$ cat config.mk
export PLATFORM = sky130hd
export DESIGN_NAME = tmr_timer16
export DESIGN_NICKNAME = d
export VERILOG_FILES = /design/src/shared/tmr_pkg.sv /design/src/hdl/tmr_timer16.sv
export VERILOG_INCLUDE_DIRS = /design/src /design/src/shared
export SDC_FILE = /design/constraint.sdc
export NUM_CORES = 1
export LEC_CHECK = 0
export BUFFER_PORTS_ARGS = -buffer_cell sky130_fd_sc_hd__buf_2
export CORE_UTILIZATION = 60
export CTS_BUF_LIST = sky130_fd_sc_hd__clkbuf_4 sky130_fd_sc_hd__clkbuf_8
export DETAILED_ROUTE_END_ITERATION = 7
export PLACE_DENSITY = 0.87
export SYNTH_ARGS = -nofsm -noshare
export SYNTH_HDL_FRONTEND = slang
export SYNTH_SLANG_ARGS = --single-unit
$ cat constraint.sdc
create_clock -name CLK -period 21.5 [get_ports CLK]
set_clock_uncertainty 0.15 [all_clocks]
set_input_delay 4.3 -clock CLK [delete_from_list [all_inputs] [get_ports CLK]]
set_output_delay 4.3 -clock CLK [all_outputs]
set_load 0.01 [all_outputs]
$ cat src/shared/tmr_map.svh
// Register offsets, field positions, masks and reset values of the timer block
`ifndef TMR_MAP_SVH
`define TMR_MAP_SVH

`define TMR_OFS_CLK_EN      6'h00
`define TMR_OFS_WAVE        6'h01
`define TMR_OFS_OVERRIDE    6'h02
`define TMR_OFS_SPLIT       6'h03
`define TMR_OFS_DIR_CLR     6'h04
`define TMR_OFS_DIR_SET     6'h05
`define TMR_OFS_BV_CLR      6'h06
`define TMR_OFS_BV_SET      6'h07
`define TMR_OFS_EVT_SETUP   6'h09
`define TMR_OFS_IRQ_EN      6'h0a
`define TMR_OFS_IRQ_PEND    6'h0b
`define TMR_OFS_DBG         6'h0e
`define TMR_OFS_TEMP        6'h0f
`define TMR_OFS_CNT         6'h20
`define TMR_OFS_TOP         6'h26
`define TMR_OFS_COMPARE0_VALUE        6'h28
`define TMR_OFS_COMPARE1_VALUE        6'h2a
`define TMR_OFS_COMPARE2_VALUE        6'h2c
`define TMR_OFS_TOP_BUF     6'h36
`define TMR_OFS_COMPARE0_VALUE_BUF    6'h38
`define TMR_OFS_COMPARE1_VALUE_BUF    6'h3a
`define TMR_OFS_COMPARE2_VALUE_BUF    6'h3c

`define TMR_BIT_ENABLE      0
`define TMR_BIT_DUAL        0
`define TMR_BIT_DIR         0
`define TMR_BIT_LUPD        1
`define TMR_BIT_WRAP_LOW_HALF_UNDERFLOW   0
`define TMR_BIT_HIGH_HALF_UNDERFLOW        1
`define TMR_BIT_MATCH0      4
`define TMR_BIT_TOP_BV      0
`define TMR_BIT_COMPARE0_VALUE_BV     1

`define TMR_MSK_CLK_EN      8'h0f
`define TMR_MSK_WAVE        8'h7f
`define TMR_MSK_OVERRIDE    8'h07
`define TMR_MSK_SPLIT       8'h01
`define TMR_MSK_DIR         8'h03
`define TMR_MSK_BV          8'h0f
`define TMR_MSK_EVT_SETUP   8'h07
`define TMR_MSK_IRQ_NORMAL  8'h71
`define TMR_MSK_IRQ_DUAL    8'h73
`define TMR_MSK_DBG         8'h01

`define TMR_CMD_LSB         2
`define TMR_CMD_UPDATE      2'h1
`define TMR_CMD_RESTART     2'h2
`define TMR_CMD_RESET       2'h3

`define TMR_RST_BYTE        8'h00
`define TMR_RST_WORD        16'h0000
`define TMR_RST_TOP         16'hffff

`endif

$ cat src/shared/tmr_pkg.sv
// Types shared by the timer block and its bench
package tmr_pkg;

    typedef struct packed {
        logic       wrap_low_half_underflow;
        logic       high_half_underflow;
        logic [2:0] match;
    } tmr_evt_t;

    typedef struct packed {
        logic [7:0]       clk_en;
        logic [7:0]       wave;
        logic [7:0]       override;
        logic [7:0]       split;
        logic [7:0]       dir;
        logic [7:0]       buf_valid;
        logic [7:0]       evt_setup;
        logic [7:0]       irq_enable;
        logic [7:0]       irq_pending;
        logic [7:0]       dbg;
        logic [7:0]       temp;
        logic [15:0]      cnt;
        logic [15:0]      top;
        logic [2:0][15:0] cmp;
        logic [15:0]      top_buf;
        logic [2:0][15:0] cmp_buf;
        logic             ack;
        logic [31:0]      rdata;
        tmr_evt_t         evt;
    } tmr_state_t;

endpackage

$ cat src/hdl/tmr_timer16.sv
// 16-bit timer with dual 8-bit mode, flag register, irq gating and Avalon-MM slave
// How it works
// - Normal mode: wrap flag sets when counter hits top or bottom.
// - Normal mode: channel n match flag sets when counter equals compare n.
// - Dual mode: low underflow flag sets when low byte reaches bottom.
// - Dual mode: separate high underflow flag when high byte reaches bottom.
// - Dual mode: low match flag n when low byte equals compare n low byte.
// - Flags set on every event, whether or not enabled.
// - Software writes enable bits; hardware honours them for requests.
// - Request asserted only where enable and flag are both set.
// - Request is a level held until the flag is cleared.
// - Counting, flags and requests continue in idle sleep.
// - Dual select bit splits timer into two 8-bit timers; register offsets stay the same.
// - Dual mode: no compare flag for high-byte compares.
// - Event pulses use exactly the flag-setting conditions in both modes.
`timescale 1ns/1ps
`default_nettype none
`include "tmr_map.svh"

module tmr_timer16 (
    input  wire logic             CLK,
    input  wire logic             SYS_RST,
    input  wire logic [5:0]       AVS_ADDRESS,
    input  wire logic             AVS_READ,
    input  wire logic             AVS_WRITE,
    input  wire logic [31:0]      AVS_WRITEDATA,
    input  wire logic [3:0]       AVS_BYTEENABLE,
    output logic [31:0]           AVS_READDATA,
    output logic                  AVS_WAITREQUEST,
    output logic                  IRQ_REQ,
    output tmr_pkg::tmr_evt_t     EVT
);

    tmr_pkg::tmr_state_t s;
    tmr_pkg::tmr_state_t next_s;

    function automatic tmr_pkg::tmr_state_t reset_regs(input tmr_pkg::tmr_state_t cur);
        tmr_pkg::tmr_state_t r;
        r             = '0;
        r.top         = `TMR_RST_TOP;
        r.ack         = cur.ack;
        r.rdata       = cur.rdata;
        reset_regs    = r;
    endfunction

    function automatic logic [7:0] wr8(input logic [7:0] old, input logic [31:0] wd,
                                       input logic [3:0] be, input logic [7:0] msk);
        wr8 = be[0] ? (wd[7:0] & msk) : old;
    endfunction

    function automatic logic [15:0] wr16(input logic [15:0] old, input logic [31:0] wd,
                                         input logic [3:0] be);
        wr16 = {be[1] ? wd[15:8] : old[15:8], be[0] ? wd[7:0] : old[7:0]};
    endfunction

    function automatic logic [31:0] rd(input tmr_pkg::tmr_state_t c, input logic [5:0] a);
        rd = 32'h0000_0000;
        case (a)
            `TMR_OFS_CLK_EN:    rd[7:0]  = c.clk_en;
            `TMR_OFS_WAVE:      rd[7:0]  = c.wave;
            `TMR_OFS_OVERRIDE:  rd[7:0]  = c.override;
            `TMR_OFS_SPLIT:     rd[7:0]  = c.split;
            `TMR_OFS_DIR_CLR,
            `TMR_OFS_DIR_SET:   rd[7:0]  = c.dir;
            `TMR_OFS_BV_CLR,
            `TMR_OFS_BV_SET:    rd[7:0]  = c.buf_valid;
            `TMR_OFS_EVT_SETUP: rd[7:0]  = c.evt_setup;
            `TMR_OFS_IRQ_EN:    rd[7:0]  = c.irq_enable;
            `TMR_OFS_IRQ_PEND:  rd[7:0]  = c.irq_pending;
            `TMR_OFS_DBG:       rd[7:0]  = c.dbg;
            `TMR_OFS_TEMP:      rd[7:0]  = c.temp;
            `TMR_OFS_CNT:       rd[15:0] = c.cnt;
            `TMR_OFS_TOP:       rd[15:0] = c.top;
            `TMR_OFS_COMPARE0_VALUE:      rd[15:0] = c.cmp[0];
            `TMR_OFS_COMPARE1_VALUE:      rd[15:0] = c.cmp[1];
            `TMR_OFS_COMPARE2_VALUE:      rd[15:0] = c.cmp[2];
            `TMR_OFS_TOP_BUF:   rd[15:0] = c.top_buf;
            `TMR_OFS_COMPARE0_VALUE_BUF:  rd[15:0] = c.cmp_buf[0];
            `TMR_OFS_COMPARE1_VALUE_BUF:  rd[15:0] = c.cmp_buf[1];
            `TMR_OFS_COMPARE2_VALUE_BUF:  rd[15:0] = c.cmp_buf[2];
            default:            rd       = 32'h0000_0000;
        endcase
    endfunction

    always_comb begin
        logic             run;
        logic             dual;
        logic             down;
        logic             wr;
        logic [7:0]       set_bits;
        logic [7:0]       clr_bits;
        logic [7:0]       irq_msk;
        logic [1:0]       cmd;
        tmr_pkg::tmr_evt_t ev;
        next_s   = s;
        // Nothing gates on sleep state, so idle sleep leaves counting alone
        run      = s.clk_en[`TMR_BIT_ENABLE];
        dual     = s.split[`TMR_BIT_DUAL];
        down     = s.dir[`TMR_BIT_DIR];
        wr       = AVS_WRITE & s.ack;
        cmd      = AVS_WRITEDATA[`TMR_CMD_LSB +: 2];
        irq_msk  = dual ? `TMR_MSK_IRQ_DUAL : `TMR_MSK_IRQ_NORMAL;
        ev       = '0;
        set_bits = 8'h00;
        clr_bits = 8'h00;

        next_s.ack = (AVS_READ | AVS_WRITE) & ~s.ack;
        if (AVS_READ && !s.ack) begin
            next_s.rdata = rd(s, AVS_ADDRESS);
        end

        if (run && !dual) begin
            if (down) begin
                ev.wrap_low_half_underflow = (s.cnt == 16'h0000);
                next_s.cnt   = ev.wrap_low_half_underflow ? s.top : s.cnt - 16'h0001;
            end else begin
                ev.wrap_low_half_underflow = (s.cnt == s.top);
                next_s.cnt   = ev.wrap_low_half_underflow ? 16'h0000 : s.cnt + 16'h0001;
            end
            for (int i = 0; i < 3; i++) begin
                ev.match[i] = (s.cnt == s.cmp[i]);
            end
        end else if (run) begin
            // Both halves count down only, each reloading from its own top byte
            ev.wrap_low_half_underflow = (s.cnt[7:0] == 8'h00);
            ev.high_half_underflow      = (s.cnt[15:8] == 8'h00);
            next_s.cnt[7:0]  = ev.wrap_low_half_underflow ? s.top[7:0] : s.cnt[7:0] - 8'h01;
            next_s.cnt[15:8] = ev.high_half_underflow ? s.top[15:8] : s.cnt[15:8] - 8'h01;
            for (int i = 0; i < 3; i++) begin
                // High compare bytes raise nothing in this mode
                ev.match[i] = (s.cnt[7:0] == s.cmp[i][7:0]);
            end
        end
        next_s.evt = ev;

        set_bits[`TMR_BIT_WRAP_LOW_HALF_UNDERFLOW]      = ev.wrap_low_half_underflow;
        set_bits[`TMR_BIT_HIGH_HALF_UNDERFLOW]           = ev.high_half_underflow & dual;
        set_bits[`TMR_BIT_MATCH0 +: 3]    = ev.match;

        if (wr) begin
            case (AVS_ADDRESS)
                `TMR_OFS_CLK_EN:    next_s.clk_en = wr8(s.clk_en, AVS_WRITEDATA,
                                                       AVS_BYTEENABLE, `TMR_MSK_CLK_EN);
                `TMR_OFS_WAVE:      next_s.wave = wr8(s.wave, AVS_WRITEDATA,
                                                     AVS_BYTEENABLE, `TMR_MSK_WAVE);
                `TMR_OFS_OVERRIDE:  next_s.override = wr8(s.override, AVS_WRITEDATA,
                                                         AVS_BYTEENABLE, `TMR_MSK_OVERRIDE);
                `TMR_OFS_SPLIT:     next_s.split = wr8(s.split, AVS_WRITEDATA,
                                                      AVS_BYTEENABLE, `TMR_MSK_SPLIT);
                `TMR_OFS_DIR_CLR:   if (AVS_BYTEENABLE[0]) begin
                    next_s.dir = s.dir & ~(AVS_WRITEDATA[7:0] & `TMR_MSK_DIR);
                end
                `TMR_OFS_DIR_SET:   if (AVS_BYTEENABLE[0]) begin
                    next_s.dir = s.dir | (AVS_WRITEDATA[7:0] & `TMR_MSK_DIR);
                end
                `TMR_OFS_BV_CLR:    if (AVS_BYTEENABLE[0]) begin
                    next_s.buf_valid = s.buf_valid & ~(AVS_WRITEDATA[7:0] & `TMR_MSK_BV);
                end
                `TMR_OFS_BV_SET:    if (AVS_BYTEENABLE[0]) begin
                    next_s.buf_valid = s.buf_valid | (AVS_WRITEDATA[7:0] & `TMR_MSK_BV);
                end
                `TMR_OFS_EVT_SETUP: next_s.evt_setup = wr8(s.evt_setup, AVS_WRITEDATA,
                                                          AVS_BYTEENABLE, `TMR_MSK_EVT_SETUP);
                `TMR_OFS_IRQ_EN:    next_s.irq_enable = wr8(s.irq_enable, AVS_WRITEDATA,
                                                           AVS_BYTEENABLE, irq_msk);
                `TMR_OFS_IRQ_PEND:  if (AVS_BYTEENABLE[0]) begin
                    clr_bits = AVS_WRITEDATA[7:0];
                end
                `TMR_OFS_DBG:       next_s.dbg = wr8(s.dbg, AVS_WRITEDATA,
                                                    AVS_BYTEENABLE, `TMR_MSK_DBG);
                `TMR_OFS_TEMP:      next_s.temp = wr8(s.temp, AVS_WRITEDATA,
                                                     AVS_BYTEENABLE, 8'hff);
                `TMR_OFS_CNT:       next_s.cnt = wr16(s.cnt, AVS_WRITEDATA, AVS_BYTEENABLE);
                `TMR_OFS_TOP:       next_s.top = wr16(s.top, AVS_WRITEDATA, AVS_BYTEENABLE);
                `TMR_OFS_COMPARE0_VALUE:      next_s.cmp[0] = wr16(s.cmp[0], AVS_WRITEDATA,
                                                        AVS_BYTEENABLE);
                `TMR_OFS_COMPARE1_VALUE:      next_s.cmp[1] = wr16(s.cmp[1], AVS_WRITEDATA,
                                                        AVS_BYTEENABLE);
                `TMR_OFS_COMPARE2_VALUE:      next_s.cmp[2] = wr16(s.cmp[2], AVS_WRITEDATA,
                                                        AVS_BYTEENABLE);
                `TMR_OFS_TOP_BUF: begin
                    next_s.top_buf = wr16(s.top_buf, AVS_WRITEDATA, AVS_BYTEENABLE);
                    next_s.buf_valid[`TMR_BIT_TOP_BV] = 1'b1;
                end
                `TMR_OFS_COMPARE0_VALUE_BUF,
                `TMR_OFS_COMPARE1_VALUE_BUF,
                `TMR_OFS_COMPARE2_VALUE_BUF: begin
                    for (int i = 0; i < 3; i++) begin
                        if (AVS_ADDRESS == `TMR_OFS_COMPARE0_VALUE_BUF + 6'(2 * i)) begin
                            next_s.cmp_buf[i] = wr16(s.cmp_buf[i], AVS_WRITEDATA,
                                                     AVS_BYTEENABLE);
                            next_s.buf_valid[`TMR_BIT_COMPARE0_VALUE_BV + i] = 1'b1;
                        end
                    end
                end
                default: begin
                end
            endcase
        end

        // Set beats clear so a match in the clearing cycle is not lost
        next_s.irq_pending = ((s.irq_pending & ~clr_bits) | set_bits) & irq_msk;

        // Commands are ignored on the clear register; they act via the set register
        if (wr && AVS_ADDRESS == `TMR_OFS_DIR_SET && AVS_BYTEENABLE[0]) begin
            case (cmd)
                `TMR_CMD_UPDATE: begin
                    next_s.top       = s.top_buf;
                    next_s.cmp       = s.cmp_buf;
                    next_s.buf_valid = 8'h00;
                end
                `TMR_CMD_RESTART: begin
                    next_s.cnt              = 16'h0000;
                    next_s.dir[`TMR_BIT_DIR] = 1'b0;
                end
                `TMR_CMD_RESET: begin
                    // Hard reset only while stopped
                    if (!run) begin
                        next_s = reset_regs(next_s);
                    end
                end
                default: begin
                end
            endcase
        end
    end

    always_ff @(posedge CLK or posedge SYS_RST) begin
        if (SYS_RST) begin
            s     <= '0;
            s.top <= `TMR_RST_TOP;
        end else begin
            s <= next_s;
        end
    end

    assign AVS_WAITREQUEST = (AVS_READ | AVS_WRITE) & ~s.ack;
    assign AVS_READDATA    = s.rdata;
    assign IRQ_REQ         = |(s.irq_enable & s.irq_pending);
    assign EVT             = s.evt;

endmodule // tmr_timer16

`default_nettype wire

==> results of run 1 <==
-- where the power goes --
| part | switching [mW] | internal, mW | leakage [nW] |
|---|---|---|---|
| registers | 0.0857 | 0.485 | 3.20 |
| logic | 0.130 | 0.0918 | 3.12 |
| clock network | 0.188 | 0.223 | 0.434 |
-- layer usage --
layer,vias to the layer above,part of all wire [%],global-route usage (%),wire (um)
met5,-,0,0,0
met3,212,15,10.9,6840
met2,1126,43,56.5,19900
li1,5529,-,-,-
met4,0,5.1,18.8,2350
met1,6255,37,52.1,17000
-- per-stage QoR --
stage	cell area (sq um)	power, mW	hold WS (ns)	instances	utilization [%]
floorplan	14200	0.720	0.297	1586	-
global placement	14200	0.777	0.307	1805	62.4
detailed placement	14200	0.785	0.315	1805	62.4
CTS	15000	1.19	0.329	1876	65.9
global route	15000	1.24	0.359	1876	65.9
finish	15000	1.20	0.327	1876	65.9
-- layout by cell type (no fill, tap or decap), drive strengths merged, types with 8 or more instances in the layout --
master,Yosys,final
a222oi,12,12
nor4,23,23
nand2b,9,9
nand4,15,15
conb,1,16
nor3,32,32
nor2,139,139
nand2,191,191
and2,16,16
xnor2,32,32
o21ai,85,85
inv,9,10
clkbuf,90,63
a22oi,69,69
a21oi,112,112
dfrtp,225,225
nand3,60,60
a31oi,8,8
and3,36,36
xor2,56,56
a211oi,21,21
a221oi,16,16
mux2i,122,122
o22ai,8,8
dfstp,16,16
buf,79,75
-- logic make-up (layout without fill, tap and decap cells) --
family	Yosys count	after routing
adders and majority gates	5	5
muxes	130	130
buffers and inverters	179	156
AOI/OAI and AO/OA	383	383
other	1	16
xor gates and xnor gates	88	88
and+or+nand+nor	544	544
DFF	241	241
-- tightest hold or removal path: cells and delay by family, from the launching register on --
kind,cells,cell delay [ns]
flip-flops,1,0.33
AO/OA/AOI/OAI,1,0.06
AND/OR/NAND/NOR,1,0.05
-- cell type report --
type	count	area [sq um]	share of cell area, %
Sequential cell	241	6050	40.2
Tap cell	313	392	2.60
Clock inverter	8	46.3	0.308
Clock buffer	63	754	5.01
Multi-Input combinational cell	1166	7320	48.7
Inverter	10	45.0	0.299
Timing Repair Buffer	75	438	2.91
-- state kept, by name, summed over array words and instances (netlist names) --
name,cells
s,220
AVS_READDATA,16
EVT,5
-- worst paths after layout --
path	startpoint	end	depth (start not counted)	slack, ns
max in group asynchronous	SYS_RST	s[262]$_DFF_PP0_	4	15.18
min	AVS_READDATA[10]$_DFFE_PP0P_	AVS_READDATA[10]$_DFFE_PP0P_	2	0.33
max	AVS_WRITE	AVS_WAITREQUEST	4	12.30
min reg2reg	AVS_READDATA[10]$_DFFE_PP0P_	AVS_READDATA[10]$_DFFE_PP0P_	2	0.33
max reg2reg	s[174]$_DFF_PP0_	s[179]$_DFF_PP0_	9	17.72
min in group asynchronous	SYS_RST	s[66]$_DFF_PP0_	2	3.68
==> flow_metrics.py, run 1 <==
metrics = {
    "outcome": {
        "outcome": "finished, final reports clean",
    },
    "synth": {
        "synth_most_common_cell": "dfrtp_1",
        "synth.area.mux_share_pct": 9.44,
        "async_reset_ff_share_pct": 100,
        "netlist_area_sq_um": 14100,
        "synth.top_cell.area_share_pct": 39.8,
        "synth_common_cells": "dfrtp_1, nand2_1, nor2_1",
        "syn_avg_cell_area_sq_um": 8.99,
        "yosys.area_share.simple_pct": 18.2,
        "synthFlopType": "dfrtp_1",
        "synth_compound_area_share_pct": 17.5,
        "synth_top_family_by_area": "simple AND/OR/NAND/NOR gates",
        "synth_largest_area_cell": "dfrtp_1",
        "synth_warnings": 0,
        "synthAdderAreaFrac_pct": 0.443,
        "ys_top_cells_by_area": "dfrtp_1, mux2i_1, nand2_1, a21oi_1, a22oi_1",
        "synth.distinct_cells": 73,
        "yosys_register_bits": 241,
        "seq_area_frac_synth_pct": 42.8,
        "synth_edf_count": 0,
        "synth_cells": 1571,
        "synth_xor_xnor_area_share_pct": 5.45,
    },
    "setup_path": {
        "path_max_fanout": 6,
        "start_kind": "input port",
        "path_delay_family": "buffers and inverters",
        "path_buf_inv": 2,
        "crit_path_cell_trace": "buf_2 -> nor2_1 -> nor2_1 -> buf_2",
        "critical_path_required_ns": 17.05,
        "max_stage_delay_ns": 0.15,
        "crit_path_end_kind": "primary output",
        "arrival_ns": 4.75,
        "cp_slowest_cell": "buf_2",
        "critPathKind": "input port to primary output",
    },
    "grt": {
        "antenna_found_initial": 0,
        "grt_first_pass_wirelength_mm": 70.8,
        "grt_pass1_vias": 12500,
        "track_usage_pct": 38.3,
        "gr-total-overflow": 0,
        "grt_max_degree": 98,
    },
    "clock_network": {
        "numCtsBuffers": 40,
        "cts_tree": "yes",
        "cts_sinks": 241,
        "root_buffer": "clkbuf_8",
        "clock_path_buffers": 3,
        "cts.clk_slew.worst_paths_ns": 0.06,
        "h-tree-depth": 2,
        "hold_buffers": 0,
        "clk_latency_ns": 0.55,
        "post_cts_resized": 0,
        "cts_setup_buffers": 0,
    },
    "timing": {
        "slew_viol_final": 0,
        "hold_violations": 0,
        "final.setup.tns_ns": 0,
        "setup_violations": 0,
        "clock.fmax_mhz": 109,
        "worstMarginPinSlew_ns": 1.42,
        "fin_ws_ns": 12.30,
        "fin_crit_sh_pct": 42.8,
        "slew_headroom_pct": 4.78,
        "min_period_ns": 9.20,
        "rsz0062_at_grt": "false",
    },
    "placement": {
        "pre_cts_ws_ns": 12.30,
        "gp_congestion": 0.987,
        "hpwl_mm": 29.8,
        "port_buffers": 50,
    },
    "cells_and_area": {
        "area_growth_pct": 6.50,
        "diodes": 0,
        "drive_gt1_share_pct": 12.9,
        "nFillCells": 1793,
        "num-nets-final": 1585,
    },
    "flow_run": {
        "maxCapViolCount": 0,
    },
    "power_and_ir_drop": {
        "peakVddDrop_v": 0.0000641,
        "powerDensity_nw_per_um2": 80.0,
        "total_leakage_power_nw": 6.75,
    },
    "hold_path": {
        "min_path_type": "flop to flop",
    },
    "detailed_routing": {
        "drt-initial-drc-count": 1918,
        "vias_per_cell": 6.99,
        "route.detailed.drc": 0,
        "vias": 13100,
        "drtPass1Iterations": 7,
        "wl_per_cell_um": 24.6,
        "ant_nets": 0,
        "wl_mm": 46.1,
    },
    "die": {
        "die-height_um": 155,
        "die_area_sq_um": 24200,
        "start_util_pct": 61.9,
        "rows": 55,
        "core-area_sq_um": 22800,
        "dieWidth_um": 155,
        "io_pins": 85,
    },
}
Power figures use the tool's default switching activity.
==> inputs of run 2 (changes only) <==
- CORE_UTILIZATION: 60 -> 58
- PLACE_DENSITY: 0.87 -> 0.88
- clock period: 21.5 -> 8.1 ns (I/O delays scaled with it)
==> flow_metrics.py, run 2 (synthesis gave the netlist of run 1 again) <==
metrics = {
    "outcome": {
        "outcome": "finished, violations left",
        "violations": "DRC",
    },
    "detailed_routing": {
        "wl_per_cell_um": 24.3,
        "route.detailed.drc": 1,
        "drtPass1Iterations": 8,
        "wl_mm": 45.8,
        "drt-initial-drc-count": 2312,
        "ant_nets": 0,
        "vias": 13200,
        "vias_per_cell": 7.01,
    },
    "power_and_ir_drop": {
        "power.internal_mw": 2.26,
        "finalPower_mw": 3.35,
        "clkPwrFrac_pct": 37.6,
        "sw_frac_of_total_pct": 32.6,
        "total_leakage_power_nw": 6.81,
        "comb_power_share_pct": 16.3,
        "peakVddDrop_v": 0.000140,
        "powerDensity_nw_per_um2": 221,
        "seq_power_share_pct": 46.1,
        "power.switching_mw": 1.09,
    },
    "clock_network": {
        "hold_buffers": 0,
        "cts_tree": "yes",
        "cts_setup_buffers": 0,
        "h-tree-depth": 2,
        "clk_latency_ns": 0.56,
        "cts_sinks": 241,
        "clock_path_buffers": 3,
        "root_buffer": "clkbuf_8",
        "cts.clk_slew.worst_paths_ns": 0.06,
        "post_cts_resized": 0,
        "numCtsBuffers": 42,
    },
    "placement": {
        "hpwl_mm": 29.8,
        "dpl_cell_area_sq_um": 14200,
        "gp_congestion": 0.978,
        "dp.cells": 1809,
        "pre_cts_ws_ns": 3.44,
        "port_buffers": 50,
    },
    "setup_path": {
        "cp_slowest_cell": "or4b_1",
        "start_kind": "input port",
        "path_max_fanout": 22,
        "critPathKind": "input port to flop",
        "crit_path_end_kind": "flop",
        "critical_path_required_ns": 8.33,
        "crit_path_cell_trace": "buf_2 -> or4b_1 -> nor3_2 -> buf_4 -> nand2_1 -> o21ai_0 -> a211oi_1 -> a2111oi_0",
        "arrival_ns": 4.52,
        "max_stage_delay_ns": 0.75,
    },
    "cells_and_area": {
        "num-nets-final": 1585,
        "layout.cells.non_filler": 1886,
        "largest-register": "s",
        "diodes": 0,
        "drive_gt1_share_pct": 13.0,
        "nFillCells": 1907,
        "seqCellArea_sq_um": 6050,
        "layout_common_cells": "dfrtp_1, nand2_1, nor2_1",
        "final_util_pct": 64.2,
        "area_growth_pct": 7.54,
        "mostFrequentLayoutCell": "dfrtp_1",
        "multi_input_area_sq_um": 7320,
        "final_area_sq_um": 15200,
        "largest_reg_flops": 220,
    },
    "timing": {
        "fin_ws_ns": 3.81,
        "setup_violations": 0,
        "slew_headroom_pct": 12.3,
        "hold_slack_ns": 0.323,
        "hold_violations": 0,
        "min_period_ns": 4.29,
        "final.setup.tns_ns": 0,
        "rsz0062_at_grt": "false",
        "fin_crit_sh_pct": 53.0,
        "slew_viol_final": 0,
        "clock.fmax_mhz": 233,
        "worstMarginPinSlew_ns": 1.30,
    },
    "hold_path": {
        "min_path_type": "flop to flop",
    },
    "die": {
        "die-height_um": 158,
        "dieWidth_um": 158,
        "io_pins": 85,
        "start_util_pct": 59.7,
        "core-area_sq_um": 23700,
        "die_area_sq_um": 25000,
        "rows": 56,
    },
    "grt": {
        "grt_pass1_vias": 12300,
        "grt_max_degree": 161,
        "grt_first_pass_wirelength_mm": 70.6,
        "gr-total-overflow": 0,
        "track_usage_pct": 37.3,
        "antenna_found_initial": 2,
    },
    "flow_run": {
        "maxCapViolCount": 0,
    },
}
-- run 2: worst paths after layout --
check	startpoint	slack, ns	end	depth (start not counted)
worst max-delay path	AVS_ADDRESS[1]	3.81	s[176]$_DFF_PP0_	8
worst min-delay path	AVS_READDATA[12]$_DFFE_PP0P_	0.32	AVS_READDATA[12]$_DFFE_PP0P_	2
worst max register to register	s[174]$_DFF_PP0_	4.50	s[179]$_DFF_PP0_	9
worst min register to register	AVS_READDATA[12]$_DFFE_PP0P_	0.32	AVS_READDATA[12]$_DFFE_PP0P_	2
max in group asynchronous	SYS_RST	5.14	s[243]$_DFF_PP0_	4
min in group asynchronous	SYS_RST	1.24	s[50]$_DFF_PP0_	3
-- run 2: routing by layer --
metal | up-vias | wire, um | GRT usage, %
met2 | 1187 | 19400 | 53.9
met5 | - | 0 | 0
met1 | 6240 | 16800 | 50.4
li1 | 5531 | - | -
met4 | 0 | 2990 | 21.9
met3 | 258 | 6720 | 9.91
-- run 2: power groups by stage --
stage | logic [mW] | registers (mW) | clock network, mW
after floorplan | 0.551 | 1.36 | 0
after global placement | 0.509 | 1.54 | 0
after detailed placement | 0.529 | 1.54 | 0
after CTS | 0.534 | 1.52 | 1.26
after global routing | 0.599 | 1.55 | 1.32
final | 0.547 | 1.55 | 1.26
-- run 2: cell type report --
type,count,share of cell area [%]
Inverter,10,0.272
Multi-Input combinational cell,1166,48.2
Tap cell,319,2.63
Clock buffer,66,5.32
Clock inverter,11,0.947
Timing Repair Buffer,73,2.87
Sequential cell,241,39.8
-- run 2: worst max-delay path: cells and delay by family --
family / cells / cell delay [ns]
and+or+nand+nor: 3 / 1.40
AOI/OAI and AO/OA: 3 / 0.89
buffers and inverters: 2 / 0.60
